**src/logic/fcp_cfg.svh**
```systemverilog
// Addresses, field positions, reset values and fixed gains of the current path.
// Assumes an 8-bit special-function register bus with 16-bit addresses.
`ifndef FCP_CFG_SVH
`define FCP_CFG_SVH
`define FCP_A_CMD_LO   16'h00a6
`define FCP_A_CMD_HI   16'h00a7
`define FCP_A_OUT_LO   16'h00ac
`define FCP_A_OUT_HI   16'h00ad
`define FCP_A_FB_LO    16'h00ae
`define FCP_A_FB_HI    16'h00af
`define FCP_A_MC1      16'h00bf
`define FCP_A_FOC      16'h00d6
`define FCP_A_PAGE     16'h00ec
`define FCP_A_PHB_LO   16'h1058
`define FCP_A_PHB_HI   16'h1059
`define FCP_A_BETA_LO  16'h105a
`define FCP_A_BETA_HI  16'h105b
`define FCP_A_PHA_LO   16'h1060
`define FCP_A_PHA_HI   16'h1061
`define FCP_A_ALPHA_LO 16'h1062
`define FCP_A_ALPHA_HI 16'h1063
`define FCP_MC1_QSRC   4
`define FCP_FOC_CLEAR  7
`define FCP_FOC_SC_HI  6
`define FCP_FOC_SC_LO  4
`define FCP_PAGE_Q     8'h00
`define FCP_PAGE_D     8'h01
`define FCP_RST_CMD    16'h0000
`define FCP_RST_REG    8'h00
`define FCP_RST_PAGE   8'h00
`define FCP_INV_SQRT3  16'sh49e7
`define FCP_KP         16'sh2000
`define FCP_KI         16'sh0400
`define FCP_QSHIFT     15
`define FCP_MAX        34'sh0_0000_7fff
`define FCP_MIN        -34'sh0_0000_8000
`endif

```
**src/logic/fcp_pkg.sv**
```systemverilog
// Types shared by the current path: data word and the registered state.
// Assumes fcp_cfg.svh supplies every address and constant.
`default_nettype none
package fcp_pkg;
    typedef logic signed [15:0] fcp_word_t;
    typedef struct packed {
        logic [7:0] page;
        logic [7:0] mc1;
        logic [7:0] foc;
        fcp_word_t  cmd_d;
        fcp_word_t  cmd_q;
        fcp_word_t  pha;
        fcp_word_t  phb;
        fcp_word_t  alpha;
        fcp_word_t  beta;
        fcp_word_t  sin_v;
        fcp_word_t  cos_v;
        fcp_word_t  id;
        fcp_word_t  iq;
        fcp_word_t  integ_d;
        fcp_word_t  integ_q;
        fcp_word_t  vd;
        fcp_word_t  vq;
        fcp_word_t  est_a;
        fcp_word_t  est_b;
        logic [7:0] rdata;
        logic       vld1;
        logic       vld2;
        logic       vld3;
    } fcp_state_s;
endpackage
`default_nettype wire

```
**src/logic/fcp_current_path.sv**
```systemverilog
// Forward current path: Clarke, Park, d/q PI current loop and its registers.
// Assumes ADC samples, rotor angle and speed-loop output arrive on clk.
`include "fcp_cfg.svh"
`default_nettype none
// Overview of operation
// RULE_01: Convert phase A and B currents to stationary alpha and beta.
// RULE_02: Rotate alpha and beta into d and q using rotor angle.
// RULE_03: Control bits 6..4 scale estimator currents by x1..x8 or /2../16.
// RULE_04: Phase A and phase B raw currents readable as byte pairs.
// RULE_05: Alpha and beta currents readable as byte pairs.
// RULE_06: Feedback pair returns q current on page 0, d on page 1.
// RULE_07: Software selects the page before touching a paged pair.
// RULE_08: Current loop has a command mux and two separate PI controllers.
// RULE_09: PI law acts on command minus Park feedback, giving d/q voltages.
// RULE_10: Command pair on page 1 holds d command, reset zero.
// RULE_11: Command pair on page 0 holds q command, reset zero.
// RULE_12: Motor control bit 4 picks software or speed-loop q command.
// RULE_13: Motor control and field control registers reset to zero.
// RULE_14: Output pair returns q voltage on page 0, d on page 1.
// RULE_15: Low byte holds bits 7..0, next address bits 15..8.
// RULE_16: Paged pairs decode the page on every read and write.
module fcp_current_path (
    input  wire logic              clk,
    input  wire logic              resetn,
    input  wire logic [15:0]       sfr_addr,
    input  wire logic              sfr_wr,
    input  wire logic              sfr_rd,
    input  wire logic [7:0]        sfr_wdata,
    output logic      [7:0]        sfr_rdata,
    input  wire logic              sample_valid,
    input  wire fcp_pkg::fcp_word_t phase_a_in,
    input  wire fcp_pkg::fcp_word_t phase_b_in,
    input  wire logic [15:0]       rotor_angle,
    input  wire fcp_pkg::fcp_word_t speed_loop_out,
    output fcp_pkg::fcp_word_t     d_axis_voltage,
    output fcp_pkg::fcp_word_t     q_axis_voltage,
    output logic                   voltage_valid,
    output fcp_pkg::fcp_word_t     est_alpha,
    output fcp_pkg::fcp_word_t     est_beta,
    output logic                   est_valid,
    output logic      [7:0]        motor_control_one,
    output logic      [7:0]        field_oriented_control
);
    import fcp_pkg::*;

    localparam fcp_state_s RST_ST = '{
        page:    `FCP_RST_PAGE,
        mc1:     `FCP_RST_REG,
        foc:     `FCP_RST_REG,
        cmd_d:   `FCP_RST_CMD,
        cmd_q:   `FCP_RST_CMD,
        default: '0
    };

    fcp_state_s st;
    fcp_state_s next_st;

    logic signed [17:0] clarke_sum;
    logic signed [33:0] clarke_prod;
    logic signed [33:0] park_d;
    logic signed [33:0] park_q;
    fcp_word_t          q_ref;
    fcp_word_t          err_d;
    fcp_word_t          err_q;
    fcp_word_t          int_d;
    fcp_word_t          int_q;
    logic               is_page_q;
    logic               is_page_d;

    // Saturate rather than wrap so a large error never flips the voltage sign
    function automatic fcp_word_t sat16(input logic signed [33:0] x);
        if (x > `FCP_MAX) begin
            return 16'sh7fff;
        end else if (x < `FCP_MIN) begin
            return 16'sh8000;
        end
        return x[15:0];
    endfunction

    function automatic fcp_word_t mulq(input fcp_word_t a, input fcp_word_t b);
        logic signed [33:0] p;
        p = 34'(a) * 34'(b);
        return sat16(p >>> `FCP_QSHIFT);
    endfunction

    // Quarter-wave table, 16 steps per quadrant; coarse but cheap
    function automatic fcp_word_t sin_lut(input logic [15:0] ang);
        logic [4:0] i;
        fcp_word_t  m;
        i = ang[14] ? 5'h10 - {1'b0, ang[13:10]} : {1'b0, ang[13:10]};
        unique case (i)
            5'h00: m = 16'sh0000;
            5'h01: m = 16'sh0c8c;
            5'h02: m = 16'sh18f9;
            5'h03: m = 16'sh2528;
            5'h04: m = 16'sh30fc;
            5'h05: m = 16'sh3c57;
            5'h06: m = 16'sh471d;
            5'h07: m = 16'sh5134;
            5'h08: m = 16'sh5a82;
            5'h09: m = 16'sh62f2;
            5'h0a: m = 16'sh6a6e;
            5'h0b: m = 16'sh70e3;
            5'h0c: m = 16'sh7642;
            5'h0d: m = 16'sh7a7d;
            5'h0e: m = 16'sh7d8a;
            5'h0f: m = 16'sh7f62;
            5'h10: m = 16'sh7fff;
            default: m = 16'sh0000;
        endcase
        return ang[15] ? -m : m;
    endfunction

    function automatic fcp_word_t scale(input fcp_word_t x, input logic [2:0] c);
        if (c[2]) begin
            return x >>> ({1'b0, c[1:0]} + 3'h1);
        end
        return sat16(34'(x) <<< c[1:0]);
    endfunction

    function automatic logic [7:0] pick(input fcp_word_t w, input logic hi);
        return hi ? w[15:8] : w[7:0];
    endfunction

    always_comb begin
        next_st = st;
        is_page_q = st.page == `FCP_PAGE_Q;
        is_page_d = st.page == `FCP_PAGE_D;
        clarke_sum = 18'(phase_a_in) + (18'(phase_b_in) <<< 1);
        clarke_prod = 34'(clarke_sum) * 34'(`FCP_INV_SQRT3);
        park_d = 34'(st.alpha) * 34'(st.cos_v) + 34'(st.beta) * 34'(st.sin_v);
        park_q = 34'(st.beta) * 34'(st.cos_v) - 34'(st.alpha) * 34'(st.sin_v);
        q_ref = st.mc1[`FCP_MC1_QSRC] ? speed_loop_out : st.cmd_q; // RULE_12 RULE_08
        err_d = sat16(34'(st.cmd_d) - 34'(st.id)); // RULE_09
        err_q = sat16(34'(q_ref) - 34'(st.iq)); // RULE_09
        int_d = sat16(34'(st.integ_d) + 34'(mulq(`FCP_KI, err_d)));
        int_q = sat16(34'(st.integ_q) + 34'(mulq(`FCP_KI, err_q)));
        next_st.vld1 = sample_valid;
        next_st.vld2 = st.vld1;
        next_st.vld3 = st.vld2;
        if (sample_valid) begin
            next_st.pha = phase_a_in;
            next_st.phb = phase_b_in;
            next_st.alpha = phase_a_in; // RULE_01
            next_st.beta = sat16(clarke_prod >>> `FCP_QSHIFT); // RULE_01
            next_st.sin_v = sin_lut(rotor_angle);
            next_st.cos_v = sin_lut(rotor_angle + 16'h4000);
        end
        if (st.vld1) begin
            next_st.id = sat16(park_d >>> `FCP_QSHIFT); // RULE_02
            next_st.iq = sat16(park_q >>> `FCP_QSHIFT); // RULE_02
            next_st.est_a = scale(st.alpha, st.foc[`FCP_FOC_SC_HI:`FCP_FOC_SC_LO]); // RULE_03
            next_st.est_b = scale(st.beta, st.foc[`FCP_FOC_SC_HI:`FCP_FOC_SC_LO]); // RULE_03
        end
        if (st.vld2) begin
            next_st.integ_d = int_d; // RULE_08
            next_st.integ_q = int_q; // RULE_08
            next_st.vd = sat16(34'(mulq(`FCP_KP, err_d)) + 34'(int_d)); // RULE_09
            next_st.vq = sat16(34'(mulq(`FCP_KP, err_q)) + 34'(int_q)); // RULE_09
        end
        // Clear bit holds both integrators at zero while it stays set
        if (st.foc[`FCP_FOC_CLEAR]) begin
            next_st.integ_d = '0;
            next_st.integ_q = '0;
        end
        if (sfr_wr) begin
            unique case (sfr_addr)
                `FCP_A_PAGE: next_st.page = sfr_wdata;
                `FCP_A_MC1:  next_st.mc1 = sfr_wdata;
                `FCP_A_FOC:  next_st.foc = sfr_wdata;
                `FCP_A_CMD_LO: begin
                    if (is_page_d) begin
                        next_st.cmd_d[7:0] = sfr_wdata; // RULE_10 RULE_15 RULE_16
                    end else if (is_page_q) begin
                        next_st.cmd_q[7:0] = sfr_wdata; // RULE_11 RULE_15 RULE_16
                    end
                end
                `FCP_A_CMD_HI: begin
                    if (is_page_d) begin
                        next_st.cmd_d[15:8] = sfr_wdata; // RULE_10 RULE_15 RULE_16
                    end else if (is_page_q) begin
                        next_st.cmd_q[15:8] = sfr_wdata; // RULE_11 RULE_15 RULE_16
                    end
                end
                default: ;
            endcase
        end
        // Unmapped addresses and unused pages read as zero
        if (sfr_rd) begin
            next_st.rdata = 8'h00;
            unique case (sfr_addr)
                `FCP_A_PAGE: next_st.rdata = st.page;
                `FCP_A_MC1:  next_st.rdata = st.mc1;
                `FCP_A_FOC:  next_st.rdata = st.foc;
                `FCP_A_CMD_LO, `FCP_A_CMD_HI: begin
                    if (is_page_d) begin
                        next_st.rdata = pick(st.cmd_d, sfr_addr[0]); // RULE_10 RULE_16
                    end else if (is_page_q) begin
                        next_st.rdata = pick(st.cmd_q, sfr_addr[0]); // RULE_11 RULE_16
                    end
                end
                `FCP_A_FB_LO, `FCP_A_FB_HI: begin
                    if (is_page_d) begin
                        next_st.rdata = pick(st.id, sfr_addr[0]); // RULE_06 RULE_16
                    end else if (is_page_q) begin
                        next_st.rdata = pick(st.iq, sfr_addr[0]); // RULE_06 RULE_16
                    end
                end
                `FCP_A_OUT_LO, `FCP_A_OUT_HI: begin
                    if (is_page_d) begin
                        next_st.rdata = pick(st.vd, sfr_addr[0]); // RULE_14 RULE_16
                    end else if (is_page_q) begin
                        next_st.rdata = pick(st.vq, sfr_addr[0]); // RULE_14 RULE_16
                    end
                end
                `FCP_A_PHA_LO, `FCP_A_PHA_HI: next_st.rdata = pick(st.pha, sfr_addr[0]); // RULE_04
                `FCP_A_PHB_LO, `FCP_A_PHB_HI: next_st.rdata = pick(st.phb, sfr_addr[0]); // RULE_04
                `FCP_A_ALPHA_LO, `FCP_A_ALPHA_HI: begin
                    next_st.rdata = pick(st.alpha, sfr_addr[0]); // RULE_05 RULE_15
                end
                `FCP_A_BETA_LO, `FCP_A_BETA_HI: begin
                    next_st.rdata = pick(st.beta, sfr_addr[0]); // RULE_05 RULE_15
                end
                default: ;
            endcase
        end
    end

    always_ff @(posedge clk or negedge resetn) begin
        if (!resetn) begin
            st <= RST_ST; // RULE_13 RULE_10 RULE_11
        end else begin
            st <= next_st;
        end
    end

    assign sfr_rdata = st.rdata;
    assign d_axis_voltage = st.vd;
    assign q_axis_voltage = st.vq;
    assign voltage_valid = st.vld3;
    assign est_alpha = st.est_a;
    assign est_beta = st.est_b;
    assign est_valid = st.vld2;
    assign motor_control_one = st.mc1;
    assign field_oriented_control = st.foc;
endmodule
`default_nettype wire

```
**config.mk**
```make
export PLATFORM = sky130hd
export DESIGN_NAME = fcp_current_path
export DESIGN_NICKNAME = d
export VERILOG_FILES = /design/src/logic/fcp_pkg.sv /design/src/logic/fcp_current_path.sv
export VERILOG_INCLUDE_DIRS = /design/src /design/src/logic
export SDC_FILE = /design/constraint.sdc
export NUM_CORES = 2
export LEC_CHECK = 0
export ABC_AREA = 1
export BUFFER_PORTS_ARGS = -buffer_cell sky130_fd_sc_hd__buf_2
export CAP_MARGIN = 15
export CORE_MARGIN = 5
export CORE_UTILIZATION = 43
export DETAILED_ROUTE_END_ITERATION = 6
export PLACE_DENSITY_LB_ADDON = 0.15
export SLEW_MARGIN = 40
export SYNTH_ARGS = -nofsm -noshare
export SYNTH_HDL_FRONTEND = slang
export SYNTH_SLANG_ARGS = --single-unit
```
**constraint.sdc**
```tcl
create_clock -name clk -period 19.1 [get_ports clk]
set_input_delay 0.955 -clock clk [delete_from_list [all_inputs] [get_ports clk]]
set_output_delay 0.955 -clock clk [all_outputs]
set_load 0.01 [all_outputs]
```
==> flow_summary.yaml <==
outcome:
  outcome: "finished, final reports clean"
cells_and_area:
  fin_area_sq_um: 72600
  final_util: 0.453
  layout-drive-gt1-share: 0.0544
  num-fill-cells: 16300
  area_delta_synth_final_pct: 4.85
  final_cell_mix: "nand2_1, inv_1, fa_1"
  nNetsFinal: 10700
  final_common_cell: "nand2_1"
synthesis:
  synth_area_leaders: "fa_1, nand2_1, inv_1"
  synth.distinct_cells: 68
  ys_warn_count: 0
  synth_compound_area_frac: 0.0740
  synth_mux_area_frac: 0.000723
  synth_flop_cell: "dfrtp_1"
  ys_seq_area_frac: 0.0994
  synth_top_family_by_area: "adder cells"
  netlist.area_leader.share: 0.374
  syn_area_per_cell_sq_um: 7.69
  syn_inst: 8994
  synthXorXnorAreaFrac: 0.0199
  synthAdderAreaFrac: 0.470
  syn_nets: 10900
  synth_area_leader_cell: "fa_1"
  async_reset_ff_frac: 1.00
  netlist_area_sq_um: 69200
  ys_ff_latch: 275
  yosys.area_share.simple: 0.186
  synth_edf_count: 0
worst_hold_path:
  hold_class: "input port to asynchronous set/reset pin"
sta:
  finalSetupViolCount: 0
  final.setup_skew_ns: 0.0426
  maxSlewHeadroom: 0.431
  final.setup.tns_ns: 0
  fin_ws_ns: 10.39
  slew_viol_final: 0
  grt_setup_unrepaired: "no"
  fmax_ghz: 0.115
  period_share: 0.456
  finalHoldViolCount: 0
  tightest_slew_ns: 0.854
  period_needed_ns: 8.71
placement:
  portBuffers: 172
  placed_area_sq_um: 71400
  gp_congestion: 0.923
  hpwl_mm: 177
  preCtsSetupSlack_ns: 10.44
floorplan:
  die-area_sq_um: 169000
  ios: 183
  initial_core_util: 0.432
  die_h_um: 411
  rows: 147
  fp.dieW_um: 411
  core_sq_um: 160000
clock_network:
  post_cts_buffers: 0
  worstSkewPairLatency_ns: 0.60
  ctsResizeCount: 0
  cts_tree: "built"
  cts_made_buffers: 37
  cts_num_sinks: 275
  cts_root_buffer: "clkbuf_16"
  cts.reportedPaths.clkPinSlew_ns: 0.06
  cts_max_level: 2
  cts_buffer_depth: 3
  hold_buffers: 0
detailed_routing:
  drt-initial-drc-count: 4059
  vias_per_cell: 5.09
  vias: 56100
  firstDrtPassIters: 6
  wl_per_cell_um: 20.0
  drc_errors: 0
  wl_mm: 221
  ant_nets: 0
worst_setup_path:
  r2r-start: "st[186]"
  cp-start-kind: "flop"
  arrival_ns: 9.16
  regToRegSetupSlack_ns: 10.39
  setup.worst_path.class: "flop to flop"
  startpoint: "st[186]"
  cp_data_required_time_ns: 19.55
  cp_max_fo: 24
  end_kind: "flop"
grt:
  antenna_found_initial: 10
  grt_pass1_wl_mm: 347
  grt_max_degree: 103
  grtUsageTotal: 0.265
  grt_pass1_vias: 59500
  overflow: 0
flow_run:
  cap_violations: 0
layout make-up:
class,instances,area (sq um),share of cell area
Multi-Input combinational cell,6081,52000,0.717
Antenna cell,3,7.51,0.000103
Sequential cell,275,6890,0.0949
Inverter,2174,8170,0.113
Tap cell,2160,2700,0.0372
Clock buffer,48,1030,0.0142
Clock inverter,12,135,0.00186
Timing Repair Buffer,263,1640,0.0226
sequential cells by signal (all words and copies together) (netlist names):
signal                  flops
field_oriented_control      8
motor_control_one           8
st                        184
voltage_valid               1
next_st                     1
sfr_rdata                   8
est_beta                   16
d_axis_voltage             16
q_axis_voltage             16
est_valid                   1
est_alpha                  16
cell usage after synthesis (all sizes together), types with 20 or more instances:
| cell type | n |
|---|---|
| o211ai | 24 |
| o21ai | 390 |
| a21oi | 341 |
| nor2 | 441 |
| ha | 532 |
| fa | 1292 |
| a21o | 20 |
| nor3 | 57 |
| o21bai | 22 |
| clkbuf | 318 |
| xor2 | 111 |
| dfrtp | 275 |
| nand2 | 2352 |
| a31oi | 33 |
| buf | 145 |
| inv | 2169 |
| nand3 | 243 |
| nand4 | 32 |
| xnor2 | 45 |
layer usage:
metal / vias to the layer above / track usage / part of all wire
met3: 331 / 0.0327 / 0.054
met1: 28100 / 0.358 / 0.44
li1: 26200 / - / -
met5: - / 0 / 0.000063
met2: 1465 / 0.450 / 0.48
met4: 4 / 0.0758 / 0.034
worst max-delay path: stages, from the launching register on:
cell and delay, ns:
dfrtp_1 0.85, buf_4 0.43, nand2_1 0.17, inv_1 0.19, fa_1 0.51, fa_1 0.63, fa_1 0.51, inv_1 0.53
fa_1 0.57, fa_1 0.51, fa_1 0.51, fa_1 0.51, inv_1 0.06, fa_1 0.53, ha_1 0.39, inv_1 0.09
nor3_1 0.27, nand2_1 0.15, nor2_1 0.11, nand2_1 0.06, nand2_1 0.13, inv_1 0.05, nand2_1 0.09, nand3_1 0.18
nand2_2 0.40, a21oi_1 0.13
stage by stage:
stage,cells,hold WS [ns]
after floorplan,8994,0.375
after global placement,10900,0.454
after detailed placement,11000,0.459
after CTS,11000,0.242
after global routing,11000,0.268
final,11000,0.262
worst paths after layout:
kind / end / cells after the start
worst max-delay path: st[109] / 25
worst min-delay path: q_axis_voltage[13] / 1
worst max register to register: st[109] / 25
worst min register to register: st[217] / 2
max in group asynchronous: st[151] / 5
min in group clk: st[217] / 2
kinds of logic (layout without fill, tap and decap cells):
group,Yosys count,in the layout
AND/OR/NAND/NOR,3186,3186
buffers and inverters,2638,2497
adder cells (fa/ha/maj),1824,1824
AO/OA/AOI/OAI,909,909
flip-flops,275,275
XOR/XNOR,156,156
multiplexers,5,5
other,1,4
Power is not shown: default switching activity piles up to over one toggle a cycle in this logic, so the estimate is an artifact.
